--- config.mk ---
export PLATFORM = sky130hd
export DESIGN_NAME = tcpu_unit
export DESIGN_NICKNAME = d
export VERILOG_FILES = /design/src/tcpu_pkg.sv /design/src/tcpu_unit.sv
export VERILOG_INCLUDE_DIRS = /design/src /design/src/src
export SDC_FILE = /design/constraint.sdc
export NUM_CORES = 1
export LEC_CHECK = 0
export ABC_AREA = 1
export BUFFER_PORTS_ARGS = -buffer_cell sky130_fd_sc_hd__buf_4
export CORE_MARGIN = 2
export CORE_UTILIZATION = 45
export CTS_BUF_LIST = sky130_fd_sc_hd__clkbuf_4 sky130_fd_sc_hd__clkbuf_8
export DETAILED_ROUTE_END_ITERATION = 8
export GPL_TIMING_DRIVEN = 0
export PLACE_DENSITY = 0.61
export RECOVER_POWER = 50
export SETUP_SLACK_MARGIN = 0.5
export SLEW_MARGIN = 20
export SYNTH_ARGS = -nofsm -noshare
export SYNTH_HDL_FRONTEND = slang
export SYNTH_SLANG_ARGS = --single-unit
--- constraint.sdc ---
create_clock -name clk -period 3.5 [get_ports clk]
set_input_delay 0.7 -clock clk [delete_from_list [all_inputs] [get_ports clk]]
set_output_delay 0.7 -clock clk [all_outputs]
set_load 0.01 [all_outputs]
--- src/tcpu_params.svh ---
// Constants for the timer/counter/PWM unit: event slots, widths, reset values.
// Assumes inclusion by bare name from the package and the unit.
`ifndef TCPU_PARAMS_SVH
`define TCPU_PARAMS_SVH

// Event slot positions within the event vector
`define TCPU_EV_START 0
`define TCPU_EV_RELOAD 1
`define TCPU_EV_STOP 2
`define TCPU_EV_COUNT 3
`define TCPU_EV_CAPTURE 4
`define TCPU_NUM_EV 5

// Field widths
`define TCPU_PRESC_W 3
`define TCPU_PRESC_CNT_W 7
`define TCPU_SRC_W 4
`define TCPU_DT_W 8

// Documented counter widths of the two instance flavours
`define TCPU_WIDE_CNT 32
`define TCPU_NARROW_CNT 16

// Reset values
`define TCPU_RST_RUNNING 1'h0
`define TCPU_RST_PWM 1'h0
`define TCPU_RST_PEND 1'h0

`endif

--- src/tcpu_pkg.sv ---
// Types shared by the timer/counter/PWM unit and its surroundings.
// Assumes tcpu_params.svh is on the include path.
`include "tcpu_params.svh"

package tcpu_pkg;

	// Operating modes
	typedef enum logic [2:0] {
		TCPU_TIMER_CMP,
		TCPU_TIMER_CAP,
		TCPU_QUAD,
		TCPU_PWM,
		TCPU_PWM_PR,
		TCPU_PWM_DT
	} tcpu_mode_t;

	// Counting direction
	typedef enum logic [1:0] {
		TCPU_UP,
		TCPU_DOWN,
		TCPU_UPDOWN
	} tcpu_dir_t;

	// Event sensitivity
	typedef enum logic [1:0] {
		TCPU_RISE,
		TCPU_FALL,
		TCPU_BOTH,
		TCPU_LEVEL
	} tcpu_edge_t;

	// Static configuration, held steady by the owner while running
	typedef struct packed {
		tcpu_mode_t mode;
		tcpu_dir_t dir;
		logic [`TCPU_PRESC_W-1:0] presc;
		tcpu_edge_t [`TCPU_NUM_EV-1:0] edge_sel;
		logic [`TCPU_NUM_EV-1:0][`TCPU_SRC_W-1:0] src_sel;
		logic [`TCPU_DT_W-1:0] dead_time;
		logic kill_lvl;
		logic kill_lvl_n;
	} tcpu_cfg_t;

	// Event pulses towards the outside
	typedef struct packed {
		logic ovf;
		logic unf;
		logic cc;
		logic tc_irq;
		logic cc_irq;
	} tcpu_flags_t;

endpackage : tcpu_pkg

--- src/tcpu_unit.sv ---
// Timer/counter/PWM unit: one counter with prescaler, event inputs and PWM outputs.
// Assumes all inputs synchronous to clk and cfg held steady while running.
//
// Function
// Compare, capture, quadrature, PWM, pseudo-random, dead-time modes
// Count up, down or up/down
// Prescaler divides by powers of two to 128
// Compare and period each have buffer copies
// Separate underflow, overflow, capture/compare outputs
// Terminal-count interrupt on overflow or underflow
// Capture copies count and raises cc interrupt
// Count equal to compare raises cc interrupt
// PWM modes drive complementary output
// Selectable source per start/reload/stop/count/capture
// Events respond to rise, fall, both, level
// Kill input forces outputs to set state
// Counter width is a parameter, 32 or 16
// Quadrature counts transitions, direction from phases
// Buffers copy on terminal count or reload
`timescale 1ns/100ps
`include "tcpu_params.svh"

module tcpu_unit import tcpu_pkg::*; #(
	parameter int W = `TCPU_WIDE_CNT,
	parameter int N_TRIG = 16
) (
	input wire logic clk,
	input wire logic resetn,
	input wire logic clk_en,
	input wire tcpu_cfg_t cfg,
	input wire logic [N_TRIG-1:0] trig_in,
	input wire logic phase_a,
	input wire logic phase_b,
	input wire logic kill,
	input wire logic cmp_buf_wr,
	input wire logic [W-1:0] cmp_buf_data,
	input wire logic per_buf_wr,
	input wire logic [W-1:0] per_buf_data,
	output tcpu_flags_t flags,
	output logic pwm_out,
	output logic pwm_out_n,
	output logic running,
	output logic [W-1:0] count,
	output logic [W-1:0] capture
);

	typedef struct packed {
		logic running;
		logic [`TCPU_PRESC_CNT_W-1:0] presc_cnt;
		logic [W-1:0] count;
		logic going_down;
		logic [W-1:0] cmp;
		logic [W-1:0] cmp_buf;
		logic cmp_pend;
		logic [W-1:0] per;
		logic [W-1:0] per_buf;
		logic per_pend;
		logic [W-1:0] capture;
		logic [`TCPU_NUM_EV-1:0] ev_prev;
		logic qa_prev;
		logic qb_prev;
		logic raw_prev;
		logic [`TCPU_DT_W-1:0] dt_cnt;
		logic pwm;
		logic pwm_n;
		tcpu_flags_t flags;
	} tcpu_state_t;

	tcpu_state_t s;
	tcpu_state_t next_s;
	logic [`TCPU_NUM_EV-1:0] sel;
	logic [`TCPU_NUM_EV-1:0] ev;
	logic tick;
	logic step;
	logic step_up;
	logic wrap;
	logic swap;
	logic raw;
	logic is_pwm;
	logic dt_done;

	// Event detect for one slot; level mode simply passes the level
	function automatic logic evt_hit(input tcpu_edge_t mode, input logic cur, input logic prev);
		case (mode)
			TCPU_RISE: evt_hit = cur & ~prev;
			TCPU_FALL: evt_hit = ~cur & prev;
			TCPU_BOTH: evt_hit = cur ^ prev;
			default: evt_hit = cur;
		endcase
	endfunction : evt_hit

	// Prescaler terminal value for a divide-by-2^sel
	function automatic logic [`TCPU_PRESC_CNT_W-1:0] presc_lim(input logic [`TCPU_PRESC_W-1:0] sel_v);
		presc_lim = `TCPU_PRESC_CNT_W'((8'h01 << sel_v) - 8'h01);
	endfunction : presc_lim

	// Pseudo-random sequence step; zero is escaped so the sequence never locks
	function automatic logic [W-1:0] lfsr_step(input logic [W-1:0] v);
		logic fb;
		fb = v[W-1] ^ v[W-2] ^ v[W-4] ^ v[W-5];
		lfsr_step = (v == '0) ? {{(W-1){1'b0}}, 1'b1} : {v[W-2:0], fb};
	endfunction : lfsr_step

	// Period that is active after a swap at this edge; a reload must see the new one
	function automatic logic [W-1:0] period_after_swap(input logic pend,
		input logic [W-1:0] held, input logic [W-1:0] act);
		period_after_swap = pend ? held : act;
	endfunction : period_after_swap

	// Source selection and event qualification per slot
	always_comb begin
		for (int i = 0; i < `TCPU_NUM_EV; i++) begin
			sel[i] = trig_in[cfg.src_sel[i]];
			ev[i] = evt_hit(cfg.edge_sel[i], sel[i], s.ev_prev[i]);
		end
	end

	// Next state
	always_comb begin
		next_s = s;
		next_s.flags = '0;
		next_s.ev_prev = sel;
		next_s.qa_prev = phase_a;
		next_s.qb_prev = phase_b;
		tick = 1'b0;
		step = 1'b0;
		step_up = 1'b1;
		wrap = 1'b0;
		is_pwm = (cfg.mode == TCPU_PWM) || (cfg.mode == TCPU_PWM_PR) || (cfg.mode == TCPU_PWM_DT);

		// Stop wins over start in the same cycle
		if (ev[`TCPU_EV_START])
			next_s.running = 1'b1;
		if (ev[`TCPU_EV_STOP])
			next_s.running = 1'b0;

		// Prescaler runs only while the unit is running, whatever the count event
		if (s.running) begin
			if (s.presc_cnt >= presc_lim(cfg.presc)) begin
				next_s.presc_cnt = '0;
				tick = 1'b1;
			end else begin
				next_s.presc_cnt = s.presc_cnt + 1'b1;
			end
		end

		// Step source and direction
		if (cfg.mode == TCPU_QUAD) begin
			step = s.running && ((phase_a ^ s.qa_prev) ^ (phase_b ^ s.qb_prev));
			step_up = phase_a ^ s.qb_prev;
		end else begin
			step = tick && ev[`TCPU_EV_COUNT];
			case (cfg.dir)
				TCPU_DOWN: step_up = 1'b0;
				TCPU_UPDOWN: step_up = ~s.going_down;
				default: step_up = 1'b1;
			endcase
		end

		// Counter motion with wrap at period and zero
		if (step) begin
			if (cfg.mode == TCPU_PWM_PR) begin
				next_s.count = lfsr_step(s.count);
				if (s.count == s.per) begin
					next_s.flags.ovf = 1'b1;
					wrap = 1'b1;
				end
			end else if (step_up) begin
				if (s.count >= s.per) begin
					next_s.flags.ovf = 1'b1;
					wrap = 1'b1;
					if (cfg.dir == TCPU_UPDOWN && cfg.mode != TCPU_QUAD) begin
						next_s.going_down = 1'b1;
						next_s.count = s.count - 1'b1;
					end else begin
						next_s.count = '0;
					end
				end else begin
					next_s.count = s.count + 1'b1;
				end
			end else begin
				if (s.count == '0) begin
					next_s.flags.unf = 1'b1;
					wrap = 1'b1;
					if (cfg.dir == TCPU_UPDOWN && cfg.mode != TCPU_QUAD) begin
						next_s.going_down = 1'b0;
						next_s.count = {{(W-1){1'b0}}, 1'b1};
					end else begin
						next_s.count = period_after_swap(s.per_pend, s.per_buf, s.per);
					end
				end else begin
					next_s.count = s.count - 1'b1;
				end
			end
		end
		next_s.flags.tc_irq = wrap;

		// Compare match on every step that lands on the compare value, except in capture mode
		if (step && cfg.mode != TCPU_TIMER_CAP && next_s.count == s.cmp) begin
			next_s.flags.cc = 1'b1;
			next_s.flags.cc_irq = 1'b1;
		end

		// Reload restarts the period from its start
		if (ev[`TCPU_EV_RELOAD]) begin
			if (cfg.dir == TCPU_DOWN)
				next_s.count = period_after_swap(s.per_pend, s.per_buf, s.per);
			else
				next_s.count = '0;
			next_s.going_down = 1'b0;
			next_s.presc_cnt = '0;
		end

		// Capture copies the live count
		if (cfg.mode == TCPU_TIMER_CAP && ev[`TCPU_EV_CAPTURE]) begin
			next_s.capture = s.count;
			next_s.flags.cc = 1'b1;
			next_s.flags.cc_irq = 1'b1;
		end

		// Buffer swap only at period boundaries, so a period is never cut short
		swap = wrap || ev[`TCPU_EV_RELOAD];
		if (swap && s.cmp_pend) begin
			next_s.cmp = s.cmp_buf;
			next_s.cmp_pend = 1'b0;
		end
		if (swap && s.per_pend) begin
			next_s.per = s.per_buf;
			next_s.per_pend = 1'b0;
		end
		// Writes go to the buffers only; a write in a swap cycle stays pending
		if (cmp_buf_wr) begin
			next_s.cmp_buf = cmp_buf_data;
			next_s.cmp_pend = 1'b1;
		end
		if (per_buf_wr) begin
			next_s.per_buf = per_buf_data;
			next_s.per_pend = 1'b1;
		end

		// Waveform and dead-time delay on each rising edge of either side
		raw = is_pwm && (s.count < s.cmp);
		next_s.raw_prev = raw;
		if (raw != s.raw_prev)
			next_s.dt_cnt = '0;
		else if (s.dt_cnt != cfg.dead_time)
			next_s.dt_cnt = s.dt_cnt + 1'b1;
		dt_done = (cfg.mode != TCPU_PWM_DT) || (raw == s.raw_prev && s.dt_cnt == cfg.dead_time);
		next_s.pwm = raw && dt_done;
		next_s.pwm_n = is_pwm && !raw && dt_done;

		// Kill overrides whatever the waveform logic wants
		if (kill) begin
			next_s.pwm = cfg.kill_lvl;
			next_s.pwm_n = cfg.kill_lvl_n;
		end
	end

	// State register; clk_en low freezes everything
	always_ff @(posedge clk or negedge resetn) begin
		if (!resetn) begin
			s <= '0;
			s.running <= `TCPU_RST_RUNNING;
			s.pwm <= `TCPU_RST_PWM;
			s.cmp_pend <= `TCPU_RST_PEND;
			s.per_pend <= `TCPU_RST_PEND;
		end else if (clk_en) begin
			s <= next_s;
		end
	end

	// Outputs straight from state flops
	assign flags = s.flags;
	assign pwm_out = s.pwm;
	assign pwm_out_n = s.pwm_n;
	assign running = s.running;
	assign count = s.count;
	assign capture = s.capture;
endmodule : tcpu_unit

==> Implementation_results.wiki <==
{| class="wikitable"
! Metric !! Value
|-
| Run status || finished, violations left
|-
| Violations in the final reports || max-capacitance violations, max-slew violations
|-
| Filler cells || 3642
|-
| IO Count || 208
|-
| H-tree levels || 2
|-
| Total track usage || 0.3508
|-
| Fraction of registers with async set or reset after synthesis || 1.000
|-
| Placed wire-length estimate after detailed placement || 54.23 mm
|-
| Count of hold-fix buffers inserted at cts || 0
|-
| Final period demand of the worst path || 3.281 ns
|-
| Top_reg_cell synth || sky130_fd_sc_hd__dfrtp_1
|-
| Synthesis warning total || 0
|-
| Total gr overflow || 0
|-
| Crit share post-route || 0.9373
|-
| Slew at the pin closest to its max-slew limit || 1.875 ns
|-
| Worst Slack Setup Final || 0.2194 ns
|-
| Worst hold margin || 0.01906 ns
|-
| Via count of the first global-routing pass || 17340
|-
| Sequential cell area fraction in the yosys report || 0.3284
|-
| Count of non-filler cells in the finished layout || 3296
|-
| Clock Tree Root || sky130_fd_sc_hd__clkbuf_8
|-
| Synth-to-Final Area Change || 28.32%
|-
| CP required || 4.05 ns
|-
| CTS tree || built
|-
| Count of flip-flops with a built-in enable after synthesis || 0
|-
| Post-synthesis cell count || 2440
|-
| Overall Power || 14.63 mW
|-
| Die Area || 39670 um2
|-
| Distinct cell type count of the synthesized netlist || 58
|-
| Largest net degree at the start of global routing || 90
|-
| Highest net fanout along the worst path || 8
|-
| Placer congestion estimate || 0.9934
|-
| Leakage || 10.84 nW
|-
| Height of the chip || 199.2 um
|-
| Register clock-pin slew on the reported worst setup and hold paths || 0.06 ns
|-
| Row count || 71
|-
| Highest ir drop seen on vdd || 0.0004103 V
|-
| CTS Buffer Depth || 3
|-
| Number of input and output port buffers inserted || 206
|-
| HP Class || in -> async
|-
| First-iteration detailed-routing DRC count || 1603
|-
| Pre-Repair DR Iteration Count || 7
|-
| Max Cap Viol || 1
|-
| Proportion of layout cells with a drive suffix above 1 || 0.2546
|-
| Total nets after synthesis || 2662
|-
| Final core area utilization || 0.5854
|-
| Count of final hold-check violations || 0
|-
| Initial antenna violation count || 0
|-
| Pwr Density || 664.8 nW/um2
|-
| Antenna Diode Count || 0
|-
| Worst clock skew || 0.02274 ns
|-
| Average size of a mapped cell || 7.026 um2
|-
| Critical Path End Type || register
|-
| Number of buffers created by CTS || 41
|-
| Arr. time, crit path || 3.83 ns
|-
| Via density || 5.563
|-
| Final setup violation count || 0
|-
| Area post-placement || 19440 um2
|-
| Via count || 18330
|-
| Placeable core area || 37580 um2
|-
| Final setup TNS || 0 ns
|-
| Kind of start point of the critical path || register
|-
| RSZ-0062 raised after global routing || yes
|-
| Syn Std Cell Area || 17140 um2
|-
| Worst-skew pair later-pin latency || 0.62 ns
|-
| Total number of nets in the final design || 2977
|-
| Horiz. Die Dim || 199.2 um
|-
| Maximum clock frequency || 0.3048 GHz
|-
| Post-placement setup slack || -0.7298 ns
|-
| Post-DRT Antenna Nets || 0
|-
| Wire length of the first global-routing pass || 103.5 mm
|-
| Tightest slew margin relative to the limit || -0.2498
|-
| Initial cell density of the core || 0.4562
|-
| Number of sinks handled by clock tree synthesis || 225
|-
| Number of max-slew violations in the final report || 77
|-
| Post-synthesis register bit count || 225
|-
| Post-placement cell count || 3159
|-
| Post-detailed-route wirelength per cell || 21.41 um
|-
| Remaining routing DRC violations || 0
|-
| Post-layout instance area || 22000 um2
|-
| Type of the worst setup path || reg -> reg
|-
| Total routed wirelength || 70.57 mm
|}
final cells by class:
class / instances / area, um2 / area share
flip-flops and latches: 225 / 5664 / 0.2575
repair buffers: 271 / 2241 / 0.1019
clock buffers: 64 / 818.3 / 0.03720
well taps: 511 / 639.4 / 0.02906
plain buffers: 174 / 1304 / 0.05927
multi-input cells: 1808 / 10230 / 0.4649
clock inverters: 9 / 152.6 / 0.006939
inverters: 234 / 953.4 / 0.04334
layer usage:
layer	global-route usage	part of all wire	up-vias	wire length, um
met3	0.05671	0.087	133	6120
met4	0.1327	0.035	0	2469
met5	0	0	-	0
met2	0.5576	0.45	904	31720
li1	-	-	8632	-
met1	0.4797	0.43	8665	30260
worst max-delay path, stage by stage (launching register included):
cell                        delay, ns
sky130_fd_sc_hd__dfrtp_1         0.41
sky130_fd_sc_hd__buf_12          0.16
sky130_fd_sc_hd__clkinv_16       0.07
sky130_fd_sc_hd__ha_1            0.28
sky130_fd_sc_hd__nand2_1         0.06
sky130_fd_sc_hd__nor2_1          0.04
sky130_fd_sc_hd__nand2_1         0.11
sky130_fd_sc_hd__nor2_4          0.05
sky130_fd_sc_hd__nand2_2         0.07
sky130_fd_sc_hd__nand2_2         0.07
sky130_fd_sc_hd__nor2_4          0.27
sky130_fd_sc_hd__nand2_8         0.11
sky130_fd_sc_hd__nand2_4         0.09
sky130_fd_sc_hd__buf_8           0.15
sky130_fd_sc_hd__buf_12          0.12
sky130_fd_sc_hd__nand2_1         0.04
sky130_fd_sc_hd__nand3_1         0.13
sky130_fd_sc_hd__nand3_1         0.11
sky130_fd_sc_hd__nand2_1         0.09
sky130_fd_sc_hd__o21ai_2         0.08
sky130_fd_sc_hd__xor2_1          0.14
sky130_fd_sc_hd__nand2_1         0.07
sky130_fd_sc_hd__nor2_1          0.24
sky130_fd_sc_hd__nand3_4         0.16
sky130_fd_sc_hd__nand2_2         0.07
logic make-up after synthesis:
family,after synthesis,share of synthesized area
compound gates,442,0.1436
xor+xnor,67,0.03423
fa+ha+maj,86,0.06276
buf+inv,408,0.1132
flops,225,0.3284
mux,39,0.02562
simple gates,1173,0.2921
layout by cell type (no fill, tap or decap), types with 24 or more instances in the layout:
master                     instances
sky130_fd_sc_hd__o221ai_1         30
sky130_fd_sc_hd__nor2_1          244
sky130_fd_sc_hd__clkbuf_1         60
sky130_fd_sc_hd__o21ai_0         130
sky130_fd_sc_hd__dfrtp_2          24
sky130_fd_sc_hd__nand3_1         136
sky130_fd_sc_hd__clkbuf_4         31
sky130_fd_sc_hd__clkbuf_8         58
sky130_fd_sc_hd__a21oi_1         171
sky130_fd_sc_hd__mux2_2           39
sky130_fd_sc_hd__inv_1           207
sky130_fd_sc_hd__buf_4           289
sky130_fd_sc_hd__nand2_1         586
sky130_fd_sc_hd__ha_1             83
sky130_fd_sc_hd__nand2_2          50
sky130_fd_sc_hd__dfrtp_1         200
sky130_fd_sc_hd__nand4_1          46
sky130_fd_sc_hd__o21ai_1          32
sky130_fd_sc_hd__xor2_1           63
Yosys cell counts, types with 4 or more instances:
library cell | number | area [um2]
sky130_fd_sc_hd__nand2_1 | 638 | 2395
sky130_fd_sc_hd__nor2_1 | 266 | 998.5
sky130_fd_sc_hd__dfrtp_1 | 225 | 5630
sky130_fd_sc_hd__inv_1 | 215 | 807.0
sky130_fd_sc_hd__a21oi_1 | 184 | 920.9
sky130_fd_sc_hd__nand3_1 | 147 | 735.7
sky130_fd_sc_hd__o21ai_0 | 134 | 670.6
sky130_fd_sc_hd__ha_1 | 86 | 1076
sky130_fd_sc_hd__buf_4 | 75 | 563.0
sky130_fd_sc_hd__xor2_1 | 64 | 560.5
sky130_fd_sc_hd__clkbuf_1 | 56 | 210.2
sky130_fd_sc_hd__nand4_1 | 46 | 287.8
sky130_fd_sc_hd__mux2_2 | 39 | 439.2
sky130_fd_sc_hd__o21ai_1 | 39 | 195.2
sky130_fd_sc_hd__buf_2 | 31 | 155.2
sky130_fd_sc_hd__o221ai_1 | 31 | 271.5
sky130_fd_sc_hd__nor3_1 | 22 | 110.1
sky130_fd_sc_hd__a31oi_1 | 13 | 81.33
sky130_fd_sc_hd__o211ai_1 | 13 | 97.59
sky130_fd_sc_hd__inv_2 | 12 | 45.04
sky130_fd_sc_hd__nor2_2 | 9 | 56.30
sky130_fd_sc_hd__nand2_2 | 8 | 50.05
sky130_fd_sc_hd__nand3b_1 | 6 | 45.04
sky130_fd_sc_hd__buf_6 | 5 | 56.30
sky130_fd_sc_hd__clkinv_1 | 5 | 18.77
sky130_fd_sc_hd__nor4_1 | 5 | 31.28
sky130_fd_sc_hd__o22ai_1 | 5 | 31.28
sky130_fd_sc_hd__clkbuf_8 | 4 | 55.05
sky130_fd_sc_hd__nand2_4 | 4 | 45.04
sky130_fd_sc_hd__nor2_4 | 4 | 45.04
repair_timing:
| item | 4_1_cts | 5_1_grt |
|---|---|---|
| cloned | 5 | 4 |
| endpoints found under the setup margin | 116 | 111 |
| pin swaps | 31 | 31 |
| setup buffers | 34 | 21 |
| gates resized for setup | 129 | 157 |
registers in the layout, summed over array words and instances (netlist names):
register   count
pwm_out_n      1
running        1
capture       32
count         32
flags          4
s            154
pwm_out        1
worst paths after layout:
path                                       from  cells past startpoint  slack, ns               endpoint
min in group clk                        phase_a                      3       0.30      s[17]$_DFFE_PN0P_
min                                      resetn                      1       0.02      s[22]$_DFFE_PN0P_
max                        count[0]$_DFFE_PN0P_                     24       0.22   flags[0]$_DFFE_PN0P_
min reg2reg                flags[1]$_DFFE_PN0P_                      2       0.48   flags[1]$_DFFE_PN0P_
max reg2reg                count[0]$_DFFE_PN0P_                     24       0.22   flags[0]$_DFFE_PN0P_
max in group asynchronous                resetn                      3       0.73  count[24]$_DFFE_PN0P_
report_power, final:
| group | total, mW | internal [mW] | leakage (nW) | switching, mW |
|---|---|---|---|---|
| logic | 7.49 | 2.86 | 7.65 | 4.63 |
| registers | 4.15 | 3.36 | 2.69 | 0.790 |
| clock network | 2.99 | 1.78 | 0.499 | 1.21 |
Power figures use the tool's default switching activity.
